--- src/hdl/fcs_pkg.sv ---
package fcs_pkg;

  // ----------------------------------------------------------------
  // register map (byte offsets)
  // ----------------------------------------------------------------
  localparam logic [7:0] OFS_PARAM_INDEX = 8'h02;
  localparam logic [7:0] OFS_STATUS = 8'h06;
  localparam logic [7:0] OFS_CMD_HIGH = 8'h0A;
  localparam logic [7:0] OFS_CMD_LOW = 8'h0B;
  localparam logic [7:0] OFS_RSV_ONE = 8'h0C;
  localparam logic [7:0] OFS_RSV_FOUR = 8'h0F;
  localparam logic [7:0] OFS_OPTION = 8'h10;
  localparam logic [7:0] OFS_RSV_FIVE = 8'h11;
  localparam logic [7:0] OFS_RSV_SEVEN = 8'h13;

  // ----------------------------------------------------------------
  // status register fields
  // ----------------------------------------------------------------
  localparam int STAT_COMMAND_COMPLETE_FLAG_BIT = 7;
  localparam int STAT_ACCESS_ERROR_FLAG_BIT = 5;
  localparam int STAT_PROTECTION_VIOLATION_FLAG_BIT = 4;
  localparam int STAT_VUPPER_BIT = 1;
  localparam int STAT_VLOWER_BIT = 0;

  // ----------------------------------------------------------------
  // reset values
  // ----------------------------------------------------------------
  localparam logic [2:0] PARAM_INDEX_RESET = 3'h0;
  localparam logic [7:0] OPTION_FAULT = 8'hFF;
  localparam logic [1:0] MARGIN_RESET = 2'h0;

  // ----------------------------------------------------------------
  // commands, indices and parameter codes
  // ----------------------------------------------------------------
  localparam logic [7:0] OP_SECTOR_ERASE = 8'h0A;
  localparam logic [7:0] OP_UNSECURE = 8'h0B;
  localparam logic [7:0] OP_USER_MARGIN = 8'h0D;
  localparam logic [7:0] OP_FIELD_MARGIN = 8'h0E;
  localparam logic [7:0] OP_DMEM_VERIFY = 8'h10;
  localparam logic [2:0] IDX_0 = 3'h0;
  localparam logic [2:0] IDX_1 = 3'h1;
  localparam logic [2:0] IDX_2 = 3'h2;
  localparam logic [15:0] MARGIN_NORMAL = 16'h0000;
  localparam logic [15:0] MARGIN_ERASED = 16'h0001;
  localparam logic [15:0] MARGIN_PROGRAMMED = 16'h0002;
  localparam logic [1:0] BLK_PMEM = 2'h0;
  localparam logic [1:0] BLK_DMEM = 2'h1;
  localparam logic [2:0] PHRASE_ALIGNED = 3'h0;

  // operation kinds handed to the array engine
  localparam logic [1:0] OPK_SECTOR_ERASE = 2'h0;
  localparam logic [1:0] OPK_MASS_ERASE = 2'h1;
  localparam logic [1:0] OPK_BLANK_CHECK = 2'h2;

  typedef enum logic [2:0] {
    ST_IDLE,
    ST_FETCH0,
    ST_FETCH1,
    ST_FETCH2,
    ST_FETCH3,
    ST_CHECK,
    ST_RUN,
    ST_DONE
  } fcs_state_t;

endpackage

--- src/hdl/fcs_mem_if.sv ---
`timescale 1ns/100ps
interface fcs_mem_if #(parameter int AW = 3, parameter int DW = 16);
  logic we;
  logic [1:0] be;
  logic [AW-1:0] waddr;
  logic [DW-1:0] wdata;
  logic [AW-1:0] raddr;
  logic [DW-1:0] rdata;
  modport ctrl (output we, be, waddr, wdata, raddr, input rdata);
  modport mem (input we, be, waddr, wdata, raddr, output rdata);
endinterface

--- src/hdl/fcs_cmd_mem.sv ---
`timescale 1ns/100ps
module fcs_cmd_mem
  import fcs_pkg::*;
#(
  parameter int DEPTH = 8
)(
  input wire logic clk_sys,
  fcs_mem_if.mem port
);

  // ----------------------------------------------------------------
  // byte-lane writes, registered read
  // ----------------------------------------------------------------
  // one array per lane, so no two processes share a storage variable
  generate
    for (genvar b = 0; b < 2; b++)
    begin : g_lane
      logic [7:0] lane [DEPTH];
      always_ff @(posedge clk_sys)
      begin
        if (port.we && port.be[b])
          lane[port.waddr] <= port.wdata[b*8 +: 8];
        port.rdata[b*8 +: 8] <= lane[port.raddr];
      end
    end
  endgenerate

endmodule // fcs_cmd_mem

--- src/hdl/fcs_sequencer.sv ---
// The address-and-strobe port is this design's own decision.
`timescale 1ns/100ps
//
// Contract
// RULE_01: sector erase flags access error unless index was 001 at launch.
// RULE_02: sector erase flags access error for invalid address bits 17:16.
// RULE_03: sector erase flags access error when address bits 2:0 nonzero.
// RULE_04: sector erase flags protection violation for a protected sector.
// RULE_05: after erase verify, upper bit for any error, lower uncorrectable.
// RULE_06: any command not allowed in current mode flags access error.
// RULE_07: unsecure is opcode 0x0B at index 000, erases all, verifies.
// RULE_08: failed unsecure verify sets upper bit, security stays unchanged.
// RULE_09: software must not write sequencer registers while busy.
// RULE_10: writing complete flag launches; device sets it when finished.
// RULE_11: unsecure flags access error unless index was 000 at launch.
// RULE_12: unsecure flags protection violation if any memory is protected.
// RULE_13: set user margin applies level to target block then completes.
// RULE_14: data margin hits data reads; program margin hits both.
// RULE_15: level 0 normal, 1 erased-state margin, 2 programmed-state margin.
// RULE_16: margin commands flag access error for unsupported level.
// RULE_17: margin commands flag access error for invalid block code.
// RULE_18: data verify 0x10: index 0 high address, 1 start, 2 count.
// RULE_19: non-blank data section sets both verify bits, then completes.
// RULE_20: option register loads config byte at reset; fault sets all.
// RULE_21: option register readable, writes ignored.
// RULE_22: reserved registers read zero, writes ignored.
// RULE_23: command words stored per index, read back at launch.
//
module fcs_sequencer
  import fcs_pkg::*;
#(
  parameter int CMD_DEPTH = 8,
  parameter logic [3:0] PMEM_HI_VALID = 4'hC,
  parameter logic [1:0] DMEM_HI = 2'h0
)(
  input wire logic clk_sys,
  input wire logic rst_n,
  input wire logic [7:0] bus_addr,
  input wire logic [7:0] bus_wdata,
  input wire logic bus_wr,
  input wire logic bus_rd,
  output logic [7:0] bus_rdata,
  input wire logic [7:0] nv_config_byte,
  input wire logic nv_config_dbe,
  input wire logic mode_cmd_allowed,
  output logic [7:0] cmd_opcode,
  output logic [17:0] target_addr,
  input wire logic addr_protected,
  input wire logic any_protected,
  output logic op_start,
  output logic [1:0] op_kind,
  output logic [15:0] op_count,
  input wire logic op_done,
  input wire logic op_err_any,
  input wire logic op_err_uncorr,
  output logic secured,
  output logic [1:0] pmem_margin,
  output logic [1:0] dmem_margin
);

  // ----------------------------------------------------------------
  // elaboration checks
  // ----------------------------------------------------------------
  generate
    if (CMD_DEPTH < 3 || CMD_DEPTH > 8)
    begin : g_bad_depth
      $error("CMD_DEPTH must be 3 to 8");
    end
  endgenerate

  // ----------------------------------------------------------------
  // state
  // ----------------------------------------------------------------
  fcs_state_t state;
  logic [2:0] param_index;
  logic [2:0] launch_index;
  logic command_complete_flag;
  logic access_error_flag;
  logic protection_violation_flag;
  logic verify_status_upper;
  logic verify_status_lower;
  logic [7:0] option_register;
  logic [15:0] word0;
  logic [15:0] word1;
  logic [15:0] word2;
  logic [7:0] rd_reg;
  logic [1:0] rd_cmd_sel;

  fcs_mem_if #(.AW(3), .DW(16)) cmd_port ();

  fcs_cmd_mem #(.DEPTH(CMD_DEPTH)) u_cmd_mem (
    .clk_sys(clk_sys),
    .port(cmd_port)
  );

  // ----------------------------------------------------------------
  // bus decode
  // ----------------------------------------------------------------
  wire idle = command_complete_flag;
  // writes while a command runs are dropped, so a stray write
  // cannot corrupt the words the sequencer is using
  wire wr_ok = bus_wr && idle; // [RULE_09]
  wire sel_index = bus_addr == OFS_PARAM_INDEX;
  wire sel_status = bus_addr == OFS_STATUS;
  wire sel_cmd_hi = bus_addr == OFS_CMD_HIGH;
  wire sel_cmd_lo = bus_addr == OFS_CMD_LOW;
  wire sel_option = bus_addr == OFS_OPTION;
  wire wr_index = wr_ok && sel_index;
  wire wr_status = wr_ok && sel_status;
  wire clr_access_error_flag = wr_status && bus_wdata[STAT_ACCESS_ERROR_FLAG_BIT];
  wire clr_protection_violation_flag = wr_status && bus_wdata[STAT_PROTECTION_VIOLATION_FLAG_BIT];
  // a launch is held off while an old error is still standing
  wire launch = wr_status && bus_wdata[STAT_COMMAND_COMPLETE_FLAG_BIT]
    && !access_error_flag && !protection_violation_flag; // [RULE_10]

  wire [7:0] status_value = {command_complete_flag, 1'b0,
    access_error_flag, protection_violation_flag, 2'b00,
    verify_status_upper, verify_status_lower};

  // option register has no write path at all
  wire [7:0] rd_value =
    sel_index ? {5'h00, param_index} :
    sel_status ? status_value :
    sel_option ? option_register : // [RULE_21]
    8'h00; // [RULE_22]

  // ----------------------------------------------------------------
  // command word storage
  // ----------------------------------------------------------------
  assign cmd_port.we = wr_ok && (sel_cmd_hi || sel_cmd_lo); // [RULE_23]
  assign cmd_port.be = {sel_cmd_hi, sel_cmd_lo};
  assign cmd_port.waddr = param_index;
  assign cmd_port.wdata = {bus_wdata, bus_wdata};
  assign cmd_port.raddr =
    (state == ST_FETCH0) ? IDX_0 :
    (state == ST_FETCH1) ? IDX_1 :
    (state == ST_FETCH2) ? IDX_2 :
    param_index; // [RULE_23]

  always_ff @(posedge clk_sys)
  begin
    if (!rst_n)
      param_index <= PARAM_INDEX_RESET;
    else if (wr_index)
      param_index <= bus_wdata[2:0];
  end

  // ----------------------------------------------------------------
  // read path: data one cycle after the strobe
  // ----------------------------------------------------------------
  always_ff @(posedge clk_sys)
  begin
    if (!rst_n)
    begin
      rd_reg <= 8'h00;
      rd_cmd_sel <= 2'b00;
    end
    else
    begin
      rd_reg <= bus_rd ? rd_value : 8'h00;
      rd_cmd_sel <= bus_rd ? {sel_cmd_hi, sel_cmd_lo} : 2'b00;
    end
  end

  // command words come straight from the memory output register
  assign bus_rdata =
    rd_cmd_sel[1] ? cmd_port.rdata[15:8] :
    rd_cmd_sel[0] ? cmd_port.rdata[7:0] :
    rd_reg;

  // ----------------------------------------------------------------
  // option register, caught while reset is held
  // ----------------------------------------------------------------
  // needs the clock running during reset; the byte is sampled on
  // every clock edge while reset is held and holds its last value afterwards
  always_ff @(posedge clk_sys)
  begin
    if (!rst_n)
      option_register <= nv_config_dbe ? OPTION_FAULT
        : nv_config_byte; // [RULE_20]
  end

  // ----------------------------------------------------------------
  // launch checks
  // ----------------------------------------------------------------
  wire [7:0] opcode = word0[15:8];
  wire [1:0] addr_hi = word0[1:0];
  wire [1:0] blk_code = word0[1:0];
  wire is_erase = opcode == OP_SECTOR_ERASE;
  wire is_unsec = opcode == OP_UNSECURE; // [RULE_07]
  wire is_margin = opcode == OP_USER_MARGIN
    || opcode == OP_FIELD_MARGIN;
  wire is_dverify = opcode == OP_DMEM_VERIFY; // [RULE_18]
  wire known_op = is_erase || is_unsec || is_margin || is_dverify;

  wire erase_acc = launch_index != IDX_1 // [RULE_01]
    || !PMEM_HI_VALID[addr_hi] // [RULE_02]
    || word1[2:0] != PHRASE_ALIGNED; // [RULE_03]
  wire unsec_acc = launch_index != IDX_0; // [RULE_11]
  wire blk_ok = blk_code == BLK_PMEM || blk_code == BLK_DMEM;
  wire level_ok = word1 == MARGIN_NORMAL
    || word1 == MARGIN_ERASED
    || word1 == MARGIN_PROGRAMMED; // [RULE_15]
  wire margin_acc = launch_index != IDX_1
    || !blk_ok // [RULE_17]
    || !level_ok; // [RULE_16]
  wire dverify_acc = launch_index != IDX_2 || addr_hi != DMEM_HI;

  wire acc_err = !mode_cmd_allowed // [RULE_06]
    || !known_op
    || (is_erase && erase_acc)
    || (is_unsec && unsec_acc)
    || (is_margin && margin_acc)
    || (is_dverify && dverify_acc);
  wire viol_err = (is_erase && addr_protected) // [RULE_04]
    || (is_unsec && any_protected); // [RULE_12]

  wire check_fail = acc_err || viol_err;
  wire start_op = state == ST_CHECK && !check_fail && !is_margin;
  wire set_margin = state == ST_CHECK && !check_fail && is_margin;

  assign target_addr = {addr_hi, word1};
  assign op_count = word2;
  assign cmd_opcode = opcode;
  assign op_start = start_op;
  assign op_kind = is_unsec ? OPK_MASS_ERASE :
    is_dverify ? OPK_BLANK_CHECK : OPK_SECTOR_ERASE;

  // ----------------------------------------------------------------
  // sequencer state machine
  // ----------------------------------------------------------------
  always_ff @(posedge clk_sys)
  begin
    if (!rst_n)
      state <= ST_IDLE;
    else
    begin
      case (state)
        ST_IDLE: state <= launch ? ST_FETCH0 : ST_IDLE;
        ST_FETCH0: state <= ST_FETCH1;
        ST_FETCH1: state <= ST_FETCH2;
        ST_FETCH2: state <= ST_FETCH3;
        ST_FETCH3: state <= ST_CHECK;
        ST_CHECK: state <= start_op ? ST_RUN : ST_DONE;
        ST_RUN: state <= op_done ? ST_DONE : ST_RUN;
        ST_DONE: state <= ST_IDLE;
        default: state <= ST_IDLE;
      endcase
    end
  end

  // words are read one cycle after their address is presented
  always_ff @(posedge clk_sys)
  begin
    if (!rst_n)
    begin
      word0 <= 16'h0000;
      word1 <= 16'h0000;
      word2 <= 16'h0000;
      launch_index <= IDX_0;
    end
    else
    begin
      if (launch)
        launch_index <= param_index;
      if (state == ST_FETCH1)
        word0 <= cmd_port.rdata; // [RULE_23]
      if (state == ST_FETCH2)
        word1 <= cmd_port.rdata;
      if (state == ST_FETCH3)
        word2 <= cmd_port.rdata;
    end
  end

  // ----------------------------------------------------------------
  // status flags
  // ----------------------------------------------------------------
  wire op_end = state == ST_RUN && op_done;
  wire blank_fail = op_end && is_dverify && op_err_any;

  always_ff @(posedge clk_sys)
  begin
    if (!rst_n)
      command_complete_flag <= 1'b1;
    else if (state == ST_DONE)
      command_complete_flag <= 1'b1; // [RULE_10] [RULE_13] [RULE_19]
    else if (launch)
      command_complete_flag <= 1'b0; // [RULE_10]
  end

  // the sets only happen while busy and the clears only while idle,
  // so a set and a clear can never meet in one cycle
  always_ff @(posedge clk_sys)
  begin
    if (!rst_n)
    begin
      access_error_flag <= 1'b0;
      protection_violation_flag <= 1'b0;
    end
    else
    begin
      if (state == ST_CHECK && acc_err)
        access_error_flag <= 1'b1;
      else if (clr_access_error_flag)
        access_error_flag <= 1'b0;
      if (state == ST_CHECK && viol_err)
        protection_violation_flag <= 1'b1;
      else if (clr_protection_violation_flag)
        protection_violation_flag <= 1'b0;
    end
  end

  always_ff @(posedge clk_sys)
  begin
    if (!rst_n)
    begin
      verify_status_upper <= 1'b0;
      verify_status_lower <= 1'b0;
    end
    else if (launch)
    begin
      verify_status_upper <= 1'b0;
      verify_status_lower <= 1'b0;
    end
    else if (op_end)
    begin
      verify_status_upper <= op_err_any; // [RULE_05] [RULE_08] [RULE_19]
      verify_status_lower <= op_err_uncorr || blank_fail; // [RULE_05]
    end
  end

  // ----------------------------------------------------------------
  // security and read margins
  // ----------------------------------------------------------------
  always_ff @(posedge clk_sys)
  begin
    if (!rst_n)
      secured <= 1'b1;
    else if (op_end && is_unsec && !op_err_any)
      secured <= 1'b0; // [RULE_07] [RULE_08]
  end

  // a program-memory margin is written into both levels, so data
  // reads follow it too; a data margin leaves program reads alone
  always_ff @(posedge clk_sys)
  begin
    if (!rst_n)
    begin
      pmem_margin <= MARGIN_RESET;
      dmem_margin <= MARGIN_RESET;
    end
    else if (set_margin)
    begin
      if (blk_code == BLK_PMEM)
        pmem_margin <= word1[1:0]; // [RULE_13] [RULE_14]
      dmem_margin <= word1[1:0]; // [RULE_14] [RULE_15]
    end
  end

endmodule // fcs_sequencer

--- config.mk ---
export PLATFORM = sky130hd
export DESIGN_NAME = fcs_sequencer
export DESIGN_NICKNAME = d
export VERILOG_FILES = /design/src/hdl/fcs_pkg.sv /design/src/hdl/fcs_mem_if.sv /design/src/hdl/fcs_cmd_mem.sv /design/src/hdl/fcs_sequencer.sv
export SDC_FILE = /design/constraint.sdc
export NUM_CORES = 1
export LEC_CHECK = 0
export BUFFER_PORTS_ARGS = -buffer_cell sky130_fd_sc_hd__buf_4
export CORE_MARGIN = 2
export CORE_UTILIZATION = 40
export CTS_BUF_LIST = sky130_fd_sc_hd__clkbuf_8 sky130_fd_sc_hd__clkbuf_16
export CTS_CLUSTER_DIAMETER = 120
export CTS_CLUSTER_SIZE = 8
export DETAILED_ROUTE_END_ITERATION = 16
export PLACE_DENSITY = 0.56
export RECOVER_POWER = 25
export SKIP_CTS_REPAIR_TIMING = 1
export SLEW_MARGIN = 20
export SYNTH_ARGS = -nofsm -noshare
export SYNTH_HDL_FRONTEND = slang
export SYNTH_SLANG_ARGS = --single-unit
--- constraint.sdc ---
create_clock -name clk_sys -period 4 [get_ports clk_sys]
set_input_delay 0.4 -clock clk_sys [delete_from_list [all_inputs] [get_ports clk_sys]]
set_output_delay 0.4 -clock clk_sys [all_outputs]
set_load 0.005 [all_outputs]
Yosys cells after proc, flatten, opt, wreduce, memory -nomap -nowiden
Memory sizes are Yosys's and may differ from the RTL's. A register that Yosys moved wholly into a read port is not among the register bits. Cells that the tools add are included.

$lt $le $gt $ge: 1. Equality and inequality tests: 22. Multiplexer cells: 24. Bitwise gates (word level): 3. Reduce and logical (&&, ||, !) cells: 72.

Operator list (count): $eq A8 B4 Y1 const B (6); $mux W8 (4); $logic_and A1 B1 Y1 (27); $pmux W3 S8 (1); $logic_or A1 B1 Y1 (21); $eq A16 B1 Y1 const B (1); $eq A16 B2 Y1 const B (1); $eq A8 B5 Y1 const B (2); $logic_not A16 Y1 (1); $eq A3 B3 Y1 const B (4); $mux W1 (12); $mux W3 (4); $logic_not A1 Y1 (10); $eq A8 B2 Y1 const B (1); $eq A8 B3 Y1 const B (1); $eq A3 B2 Y1 const B (2); $reduce_bool A2 Y1 (3); $reduce_bool A3 Y1 (2); $reduce_or A5 Y1 (1); $mux W2 (2); $reduce_and A2 Y1 (2); $reduce_or A2 Y1 (2); $eq A3 B1 Y1 const B (1); $logic_not A3 Y1 (1); other kinds (8) (10).

Bits in registers: 85. RAM bits: 128. Input bits: 35. Output and inout bits: 58. Logic and storage cells: 143. Memories: 2.

Memories: u_cmd_mem.g_lane[0].lane (words 8, bits a word 8, read ports 1, clocked after Yosys merged registers in 1, write ports 1, line fcs_cmd_mem.sv:18) `logic [7:0] lane [DEPTH];`; u_cmd_mem.g_lane[1].lane (words 8, bits a word 8, read ports 1, clocked after Yosys merged registers in 1, write ports 1, line fcs_cmd_mem.sv:18).

Logic depth before layout (Yosys ltp)
Gate-level depths: netlist of run 1.

Depth in word-level cells: 16. Mapped depth: 8. Gate-level depth less buffers: 5.

Modules after synthesis
From an unflattened synthesis of run 1, not the netlist that was laid out.

Cells, all modules: 636. Area, all modules: 8831.0 sq um.

By module, submodules not included: fcs_cmd_mem (instances 1, cells each 224, area an instance 5341.4 sq um, seq. area each 4164.0 sq um); fcs_sequencer (instances 1, cells each 412, area an instance 3489.6 sq um, seq. area each 1661.6 sq um).

Worst setup path after synthesis of run 1
Ideal clock, no wire load.

Path kind: input port to flip-flop. Start: input bus_addr[5]. End: memory u_cmd_mem.g_lane[0].lane[0][0] (enable). Setup time: 0.383 ns. Arrival: 2.053 ns. Required time: 3.617 ns. Slack: 1.563 ns. Stages: 5. Buffers on the path: 0. Path through: nor3_1 and3b_1 nand3_1 or3b_2 nor3_1.

Word-level cells in the longest chain between the ends: 6. Elaborated cells between the ends (all ways): 7. Those cells by class: eq/ne (2); mux (2); reduce/logical (3).

RTL lines: start: declaration (line fcs_sequencer.sv:38) `input wire logic [7:0] bus_addr,`; $eq A8 B4 Y1 (on tied branches) (line fcs_sequencer.sv:105, fcs_sequencer.sv:106); $logic_or A1 B1 Y1 (line fcs_sequencer.sv:130) `assign cmd_port.we = wr_ok && (sel_cmd_hi || sel_cmd_lo);`; $logic_and A1 B1 Y1 (line fcs_sequencer.sv:130); $logic_and A1 B1 Y1 * (line fcs_cmd_mem.sv:21) `if (port.we && port.be[b])`; $mux W1 * (line fcs_cmd_mem.sv:21); $mux W1 (implied by the code) * (line fcs_cmd_mem.sv:22) `lane[port.waddr] <= port.wdata[b*8 +: 8];`; end: declaration (line fcs_cmd_mem.sv:18).

Every way passes the cells marked *; elsewhere a longest branch is shown, timed or not.

Worst setup path in the final report of run 1
Start: register launch_index[2]. End: output op_start.

Word-level cells in the longest chain between the ends: 12. Elaborated cells between the ends (all ways): 20. Those cells by class: eq/ne (2); reduce/logical (18).

RTL lines: start: declaration (line fcs_sequencer.sv:76) `logic [2:0] launch_index;`; start signal: assignment (line fcs_sequencer.sv:265) `launch_index <= param_index;`; $ne A3 B1 Y1 (line fcs_sequencer.sv:196, fcs_sequencer.sv:204); $logic_or A1 B1 Y1 (line fcs_sequencer.sv:197) `|| !PMEM_HI_VALID[addr_hi]`; $logic_or A1 B1 Y1 (line fcs_sequencer.sv:198) `|| word1[2:0] != PHRASE_ALIGNED;`; $logic_and A1 B1 Y1 (line fcs_sequencer.sv:211) `|| (is_erase && erase_acc)`; $logic_or A1 B1 Y1 (line fcs_sequencer.sv:211); $logic_or A1 B1 Y1 (line fcs_sequencer.sv:212) `|| (is_unsec && unsec_acc)`; $logic_or A1 B1 Y1 (line fcs_sequencer.sv:213) `|| (is_margin && margin_acc)`; $logic_or A1 B1 Y1 * (line fcs_sequencer.sv:214) `|| (is_dverify && dverify_acc);`; $logic_or A1 B1 Y1 * (line fcs_sequencer.sv:218) `wire check_fail = acc_err || viol_err;`; $logic_not A1 Y1 * (line fcs_sequencer.sv:219) `wire start_op = state == ST_CHECK && !check_fail && !is_margin;`; $logic_and A1 B1 Y1 * (2 in a row) (line fcs_sequencer.sv:219); end: declaration (line fcs_sequencer.sv:50) `output logic op_start,`.

Marks and branches as above.

==> flow_summary.json, run 1 <==
{
  "diodes": 0,
  "grt_max_degree": 66,
  "p_per_area_nw_per_um2": 455,
  "worstPathMaxFanout": 4,
  "slew_headroom": 0.216,
  "setup_viol": 0,
  "r2r-start": "state[1]$_SDFF_PN0_",
  "synth_xor_area_frac": 0.00198,
  "worst_setup_path_start_kind": "register",
  "min_path_type": "in2reg",
  "whs_endpoint": "secured$_SDFFE_PN1P_",
  "grt_overflow_total": 0,
  "insertion_delay_ns": 0.55,
  "hold_violations": 0,
  "io_pins": 93,
  "slew_viol_final": 0,
  "avgSynthCellArea_sq_um": 11.4,
  "reg2reg_to": "u_cmd_mem.port.rdata[12]$_DFF_P_",
  "max_clock_freq_ghz": 0.354,
  "skew_ns": 0.0205,
  "crit_slowest_cell": "nor4b_1",
  "place_congestion": 0.855,
  "firstDrtPassIters": 6,
  "nets": 901,
  "r2r_setup_slack_ns": 1.23,
  "die_w_um": 153,
  "ys_seq_area_frac": 0.658,
  "synth_top_family_by_area": "simple AND/OR/NAND/NOR gates",
  "drv_cap": 0,
  "numCtsBuffers": 31,
  "synthMuxAreaShare": 0.0341,
  "antenna_found_initial": 0,
  "synth_fa_ha_area_frac": 0,
  "pre_cts_slack_ns": 1.22,
  "dieArea_sq_um": 23300,
  "worstPathArrival_ns": 2.43,
  "clock-root-buffer": "clkbuf_16",
  "top_register": "u_cmd_mem.g_lane.lane",
  "worstPathRequired_ns": 3.60,
  "grt_pass1_wl_mm": 37.2,
  "hpwl_mm": 16.2,
  "ys.warnings.count": 0,
  "synth.top_cell.area_share": 0.461,
  "path_clk_slew_ns": 0.06,
  "synth_edf_count": 136,
  "syn-cell-area_sq_um": 8850,
  "start_util": 0.407,
  "drc": 0,
  "p_leak_nw": 3.88,
  "vias_per_cell": 5.42,
  "max_slew.worst_pin.slew_ns": 1.18,
  "largest_register_ffs": 128,
  "worst_hold_path.num_cells": 2,
  "synth_compound_area_frac": 0.101,
  "die_h_um": 153,
  "cts_tree": "done",
  "cts_htree_levels": 1,
  "ir_worst_vdd_v": 0.000335,
  "first_global_vias": 6222,
  "drt_first_iter_violations": 554,
  "grt_util_all_layers": 0.205,
  "synth.net_count": 812,
  "synth_flop_cell": "edfxtp_1",
  "wl_per_cell_um": 20.8,
  "endpoint_kind": "output pin",
  "synthArstFlopShare": 0,
  "status": "complete, no violations",
  "min-delay-start": "rst_n",
  "synth_simple_gate_area_frac": 0.179,
  "clock_sinks": 223,
  "finalCriticalPeriod_ns": 2.83,
  "cts_buffer_depth": 3,
  "setup_ws_ns": 1.17,
  "final.period_utilization": 0.707,
  "floorplan.rows": 54,
  "vias": 6323,
  "final.setup.tns_ns": 0,
  "path_cells": "nor4b_1 -> a31oi_1 -> o211a_1 -> a2111oi_4 -> buf_4",
  "synth_seq_cells": 223,
  "drive_above_1_share": 0.184,
  "r2r_cells": 6,
  "yosysTopAreaCell": "edfxtp_1",
  "io_buffers": 92,
  "synthToLayoutAreaGrowth_pct": 20.0,
  "critical_path_class": "reg2out",
  "ys_types": 54,
  "coreArea_sq_um": 21800,
  "wl_mm": 24.2,
  "ant_nets": 0,
  "slowest_delay_ns": 0.47,
  "synth.area.top_cells": "edfxtp_1, dfxtp_1, nand2_1",
  "rsz0062_at_grt": "no",
  "syn-instance-count": 777
}
-- placed cells by master (no fill, tap or decap), types with 2 or more instances in the layout --
cell type / count
a2111oi_4: 2
a211oi_1: 17
a21oi_1: 46
a222oi_1: 2
a22oi_1: 4
a311oi_1: 15
a31o_2: 14
a31oi_1: 2
and2_1: 4
and3_1: 18
and3b_1: 3
and4_1: 5
buf_4: 94
clkbuf_1: 8
clkbuf_16: 31
dfxtp_1: 87
edfxtp_1: 136
inv_1: 25
mux2i_1: 29
nand2_1: 185
nand2_2: 2
nand2b_1: 2
nand3_1: 40
nand3b_1: 5
nand4_1: 2
nor2_1: 42
nor2b_1: 6
nor3_1: 9
nor4_1: 4
o21ai_0: 12
or2_2: 10
xnor2_1: 2
-- worst max path at each step --
stage                                            start                                        to  slack [ns]  depth (start not counted)
after floorplan                            bus_addr[5]  u_cmd_mem.g_lane[0].lane[0][0]$_DFFE_PP_        1.56                          5
after global placement                     bus_addr[5]  u_cmd_mem.g_lane[1].lane[0][2]$_DFFE_PP_        1.31                          6
after detailed placement           state[2]$_SDFF_PN0_          u_cmd_mem.port.rdata[10]$_DFF_P_        1.22                          5
after CTS                 launch_index[2]$_SDFFE_PN0P_                                  op_start        1.13                          5
after global routing               state[1]$_SDFF_PN0_          u_cmd_mem.port.rdata[12]$_DFF_P_        1.02                          6
final                     launch_index[2]$_SDFFE_PN0P_                                  op_start        1.17                          5
-- worst max-delay path: cells and delay by family (launching register included) --
family,cells,cell delay [ns]
buf+inv,1,0.19
compound gates,3,0.89
simple gates,1,0.47
flops,1,0.34
-- cell families after synthesis --
| group | Yosys count |
|---|---|
| simple gates | 346 |
| buf+inv | 50 |
| xor+xnor | 2 |
| flops | 223 |
| mux | 30 |
| compound gates | 126 |
-- per-stage QoR --
stage	total power [mW]	area (sq um)	util	std cells	hold slack, ns
after floorplan	2.52	8850	-	777	0.438
final	4.83	10600	0.488	1167	0.0880
after global routing	5.00	10600	0.488	1167	0.0871
after detailed placement	2.58	9780	0.449	1113	0.442
after CTS	4.87	10600	0.489	1167	0.0730
after global placement	2.58	9780	0.449	1113	0.431
-- Yosys cell counts, drive strengths merged, types with 2 or more instances --
| master | count |
|---|---|
| or2 | 10 |
| nor3 | 10 |
| nor4 | 4 |
| nor2b | 6 |
| xnor2 | 2 |
| and3 | 18 |
| a311oi | 15 |
| nor2 | 42 |
| buf | 19 |
| inv | 4 |
| a31o | 15 |
| nor4b | 2 |
| and4 | 5 |
| dfxtp | 87 |
| mux2i | 29 |
| and2 | 4 |
| a211oi | 17 |
| clkbuf | 27 |
| nand4 | 2 |
| and3b | 3 |
| a21oi | 46 |
| o21ai | 13 |
| nand2b | 2 |
| a222oi | 2 |
| nand3 | 40 |
| a22oi | 4 |
| nand3b | 5 |
| a31oi | 2 |
| nand2 | 187 |
| edfxtp | 136 |
| a2111oi | 4 |
-- layout make-up --
type / count / area, sq um
Fill cell: 1995 / 11100
Sequential cell: 223 / 5830
Multi-Input combinational cell: 504 / 2830
Clock buffer: 31 / 776
Timing Repair Buffer: 102 / 736
Tap cell: 280 / 350
Clock inverter: 23 / 91.3
Inverter: 4 / 16.3
-- power by group --
| group | internal, mW | switching, mW | leakage (nW) | total (mW) |
|---|---|---|---|---|
| combinational | 0.0263 | 0.0578 | 1.44 | 0.0841 |
| sequential | 2.45 | 0.00428 | 1.94 | 2.45 |
| clock | 1.37 | 0.925 | 0.504 | 2.30 |
| total | 3.85 | 0.987 | 3.88 | 4.83 |
-- metal layers --
layer,track usage,part of all wire,wire length [um],vias up
li1,-,-,-,2999
met1,0.284,0.44,10600,3069
met2,0.338,0.48,11600,218
met3,0.0356,0.069,1660,37
met4,0.0498,0.018,437,0
met5,0,0,0,-
(Power assumes the default switching activity.)
==> inputs of run 2 (changes only) <==
- PLACE_DENSITY: 0.56 -> 0.58
- clock period: 4 -> 2.6 ns (I/O delays scaled with it)
==> flow_summary.json, run 2 (synthesized netlist as in run 1, its figures left out) <==
{
  "critPathCapture": "op_start",
  "drv_cap": 0,
  "violations": "hold timing",
  "dieArea_sq_um": 23300,
  "clock_sinks": 223,
  "cts_buffer_depth": 3,
  "final_cell_mix": "nand2_1, edfxtp_1, buf_4",
  "finalCriticalPeriod_ns": 2.42,
  "cts_htree_levels": 1,
  "drt_first_iter_violations": 401,
  "final_util": 0.504,
  "vias": 6472,
  "multiInputGateArea_sq_um": 2830,
  "power.switching_mw": 1.50,
  "worst_setup_path_start_kind": "register",
  "max_slew.worst_pin.slew_ns": 1.03,
  "n_fill_cell": 1990,
  "place_congestion": 0.815,
  "endpoint_kind": "output pin",
  "coreArea_sq_um": 21800,
  "diodes": 0,
  "cts_tree": "done",
  "grt_pass1_wl_mm": 35.7,
  "min_path_type": "in2reg",
  "power.share.clock": 0.473,
  "r2r_setup_slack_ns": 0.48,
  "final.period_utilization": 0.932,
  "vias_per_cell": 5.38,
  "p_per_area_nw_per_um2": 677,
  "worstPathArrival_ns": 2.16,
  "hold_violations": 1,
  "status": "complete, but fails checks",
  "critical_path_class": "reg2out",
  "cp-startpoint": "launch_index[2]$_SDFFE_PN0P_",
  "grt_util_all_layers": 0.195,
  "p_int_mw": 5.93,
  "whs_ns": -0.0101,
  "r2r_cells": 6,
  "wl_per_cell_um": 19.4,
  "slew_viol_final": 0,
  "synthToLayoutAreaGrowth_pct": 23.9,
  "firstDrtPassIters": 5,
  "slew_headroom": 0.316,
  "max_clock_freq_ghz": 0.413,
  "seq_area_sq_um": 5830,
  "floorplan.rows": 54,
  "hpwl_mm": 15.1,
  "drive_above_1_share": 0.208,
  "io_buffers": 92,
  "p_leak_nw": 4.08,
  "worstPathRequired_ns": 2.34,
  "final.setup.tns_ns": 0,
  "rsz0062_at_grt": "no",
  "grt_max_degree": 56,
  "drc": 0,
  "antenna_found_initial": 0,
  "start_util": 0.407,
  "die_h_um": 153,
  "clock-root-buffer": "clkbuf_16",
  "skew_ns": 0.0145,
  "numCtsBuffers": 31,
  "combPwrFrac": 0.020,
  "fin_area_sq_um": 11000,
  "insertion_delay_ns": 0.54,
  "reg2reg_to": "u_cmd_mem.port.rdata[15]$_DFF_P_",
  "largest_register_ffs": 128,
  "layout_commonest_cell": "nand2_1",
  "pwr-share-seq": 0.508,
  "io_pins": 93,
  "ant_nets": 0,
  "wl_mm": 23.4,
  "worstPathMaxFanout": 4,
  "path_clk_slew_ns": 0.05,
  "setup_ws_ns": 0.177,
  "grt_overflow_total": 0,
  "first_global_vias": 6179,
  "setup_viol": 0,
  "top_register": "u_cmd_mem.g_lane.lane",
  "place_area_sq_um": 10000,
  "r2r-start": "state[0]$_SDFF_PN0_",
  "nets": 939,
  "pre_cts_slack_ns": 0.262,
  "ir_worst_vdd_v": 0.000493,
  "switching_share": 0.202,
  "die_w_um": 153
}
run 2: critical path, cell delays in order, from the launching register on:
cell and delay (ns):
dfxtp_1 0.34, nor4b_2 0.33, a31oi_1 0.15, o211a_1 0.29
a2111oi_4 0.35, buf_4 0.17
run 2: metrics by stage:
step,std cells,power [mW]
2_1_floorplan,777,3.87
3_3_place_gp,1140,3.98
3_5_place_dp,1140,3.98
4_1_cts,1192,7.48
5_1_grt,1203,7.65
6_report,1203,7.43
run 2: power groups by stage:
stage / combinational (mW) / sequential, mW / clock, mW
2_1_floorplan: 0.0368 / 3.84 / 0
3_3_place_gp: 0.138 / 3.84 / 0
3_5_place_dp: 0.138 / 3.84 / 0
4_1_cts: 0.138 / 3.77 / 3.57
5_1_grt: 0.157 / 3.77 / 3.73
6_report: 0.145 / 3.77 / 3.51
run 2: how the worst min path moves through the flow:
stage | from | endpoint | slack, ns | cells past startpoint
2_1_floorplan | rst_n | secured$_SDFFE_PN1P_ | 0.32 | 1
6_report | op_err_any | verify_status_upper$_SDFFE_PP0P_ | -0.01 | 3
3_5_place_dp | secured$_SDFFE_PN1P_ | secured$_SDFFE_PN1P_ | 0.44 | 2
5_1_grt | op_err_any | verify_status_upper$_SDFFE_PP0P_ | 0.02 | 3
4_1_cts | rst_n | secured$_SDFFE_PN1P_ | -0.05 | 2
3_3_place_gp | secured$_SDFFE_PN1P_ | secured$_SDFFE_PN1P_ | 0.44 | 2
run 2: metal layers:
layer,global-route usage,share of wire,vias to the layer above
li1,-,-,3084
met3,0.0364,0.063,34
met1,0.276,0.45,3128
met2,0.309,0.46,226
met5,0,0,-
met4,0.0551,0.022,0
run 2: final cells by class:
cell class	instances	share of cell area
clock buffer	31	0.0708
tap	280	0.0320
multi-input combinational	504	0.258
inverter	4	0.00137
timing repair buffer	140	0.0992
clock inverter	21	0.00765
sequential	223	0.531
==> inputs of run 3 (changes only) <==
- clock period: 2.6 -> 2.2 ns (I/O delays scaled with it)
==> flow_summary.json, run 3 (synthesized netlist as in run 1, its figures left out) <==
{
  "drt_first_iter_violations": 390,
  "clock-root-buffer": "clkbuf_16",
  "max_clock_freq_ghz": 0.421,
  "grt_pass1_wl_mm": 36.0,
  "top_register": "u_cmd_mem.g_lane.lane",
  "ant_nets": 0,
  "skew_ns": 0.00919,
  "combPwrFrac": 0.021,
  "switching_share": 0.204,
  "pre_cts_slack_ns": 0.0805,
  "finalCriticalPeriod_ns": 2.37,
  "r2r-start": "word0[10]$_SDFFE_PN0P_",
  "nets": 959,
  "vias": 6402,
  "fin_area_sq_um": 11200,
  "wl_per_cell_um": 19.4,
  "slew_headroom": 0.292,
  "worstPathMaxFanout": 4,
  "p_int_mw": 7.01,
  "clock_sinks": 223,
  "largest_register_ffs": 128,
  "synthToLayoutAreaGrowth_pct": 26.1,
  "antenna_found_initial": 0,
  "r2r_cells": 7,
  "p_per_area_nw_per_um2": 789,
  "setup_ws_ns": -0.174,
  "final_cell_mix": "nand2_1, edfxtp_1, buf_4",
  "layout_commonest_cell": "nand2_1",
  "power.share.clock": 0.474,
  "final.period_utilization": 1.08,
  "rsz0062_at_grt": "yes",
  "critical_path_class": "reg2out",
  "io_buffers": 92,
  "drc": 0,
  "wl_mm": 23.7,
  "slew_viol_final": 0,
  "min_path_type": "in2reg",
  "violations": "hold timing, setup timing",
  "setup_viol": 1,
  "start_util": 0.407,
  "path_clk_slew_ns": 0.05,
  "cts_buffer_depth": 3,
  "cp-startpoint": "launch_index[1]$_SDFFE_PN0P_",
  "place_area_sq_um": 10100,
  "status": "complete, but fails checks",
  "r2r_setup_slack_ns": 0.17,
  "cts_htree_levels": 1,
  "pwr-share-seq": 0.506,
  "coreArea_sq_um": 21800,
  "dieArea_sq_um": 23300,
  "hpwl_mm": 15.4,
  "insertion_delay_ns": 0.54,
  "io_pins": 93,
  "p_total_mw": 8.81,
  "floorplan.rows": 54,
  "grt_overflow_total": 0,
  "diodes": 0,
  "power.switching_mw": 1.80,
  "hold_violations": 2,
  "endpoint_kind": "output pin",
  "die_h_um": 153,
  "worstPathArrival_ns": 2.15,
  "whs_ns": -0.0409,
  "die_w_um": 153,
  "max_slew.worst_pin.slew_ns": 1.06,
  "place_congestion": 0.819,
  "grt_util_all_layers": 0.197,
  "firstDrtPassIters": 5,
  "vias_per_cell": 5.24,
  "worstPathRequired_ns": 1.98,
  "reg2reg_to": "state[0]$_SDFF_PN0_",
  "p_leak_nw": 4.17,
  "drv_cap": 0,
  "critPathCapture": "op_start",
  "numCtsBuffers": 31,
  "first_global_vias": 6146,
  "grt_max_degree": 51,
  "ir_worst_vdd_v": 0.000712,
  "drive_above_1_share": 0.223,
  "worst_setup_path_start_kind": "register",
  "cts_tree": "done"
}
[run 3: worst min-delay path by stage]
stage / from / endpoint / slack [ns] / cells after the start
2_1_floorplan: rst_n / secured$_SDFFE_PN1P_ / 0.28 / 1
3_5_place_dp: secured$_SDFFE_PN1P_ / secured$_SDFFE_PN1P_ / 0.44 / 2
6_report: op_err_any / verify_status_upper$_SDFFE_PP0P_ / -0.04 / 3
5_1_grt: op_err_any / verify_status_upper$_SDFFE_PP0P_ / 0.0002 / 3
4_1_cts: rst_n / secured$_SDFFE_PN1P_ / -0.11 / 2
3_3_place_gp: secured$_SDFFE_PN1P_ / secured$_SDFFE_PN1P_ / 0.44 / 2
[run 3: power by group through the flow]
stage                     combinational, mW  sequential (mW)  clock [mW]
after floorplan                      0.0435             4.53           0
after global placement                0.165             4.54           0
after detailed placement              0.164             4.54           0
after CTS                             0.165             4.45        4.23
after global routing                  0.199             4.45        4.40
final                                 0.182             4.45        4.17
[run 3: stage by stage]
step / hold WS (ns) / std cells / util / setup TNS [ns]
2_1_floorplan: 0.282 / 777 / - / 0
6_report: -0.0409 / 1222 / 0.513 / -0.174
3_3_place_gp: 0.437 / 1149 / 0.464 / 0
3_5_place_dp: 0.437 / 1149 / 0.464 / 0
4_1_cts: -0.110 / 1200 / 0.503 / -0.396
5_1_grt: 0.000198 / 1222 / 0.513 / -0.271
[run 3: critical path, stage by stage (launching register included)]
cell,delay (ns)
dfxtp_1,0.34
nor4b_2,0.33
a31oi_1,0.12
o211a_1,0.27
a2111oi_4,0.38
buf_4,0.18
[run 3: routing by layer]
layer / share of wire / global-route usage / wire [um]
met5: 0 / 0 / 0
met3: 0.062 / 0.0313 / 1460
met4: 0.021 / 0.0503 / 493
met1: 0.46 / 0.284 / 10900
met2: 0.46 / 0.310 / 10900
[run 3: final cells by class]
class                           instances  area [sq um]
Clock buffer                           31           776
Clock inverter                         20          80.1
Fill cell                            1971         10600
Inverter                                4          15.0
Multi-Input combinational cell        504          2850
Sequential cell                       223          5830
Tap cell                              280           350
Timing Repair Buffer                  160          1250
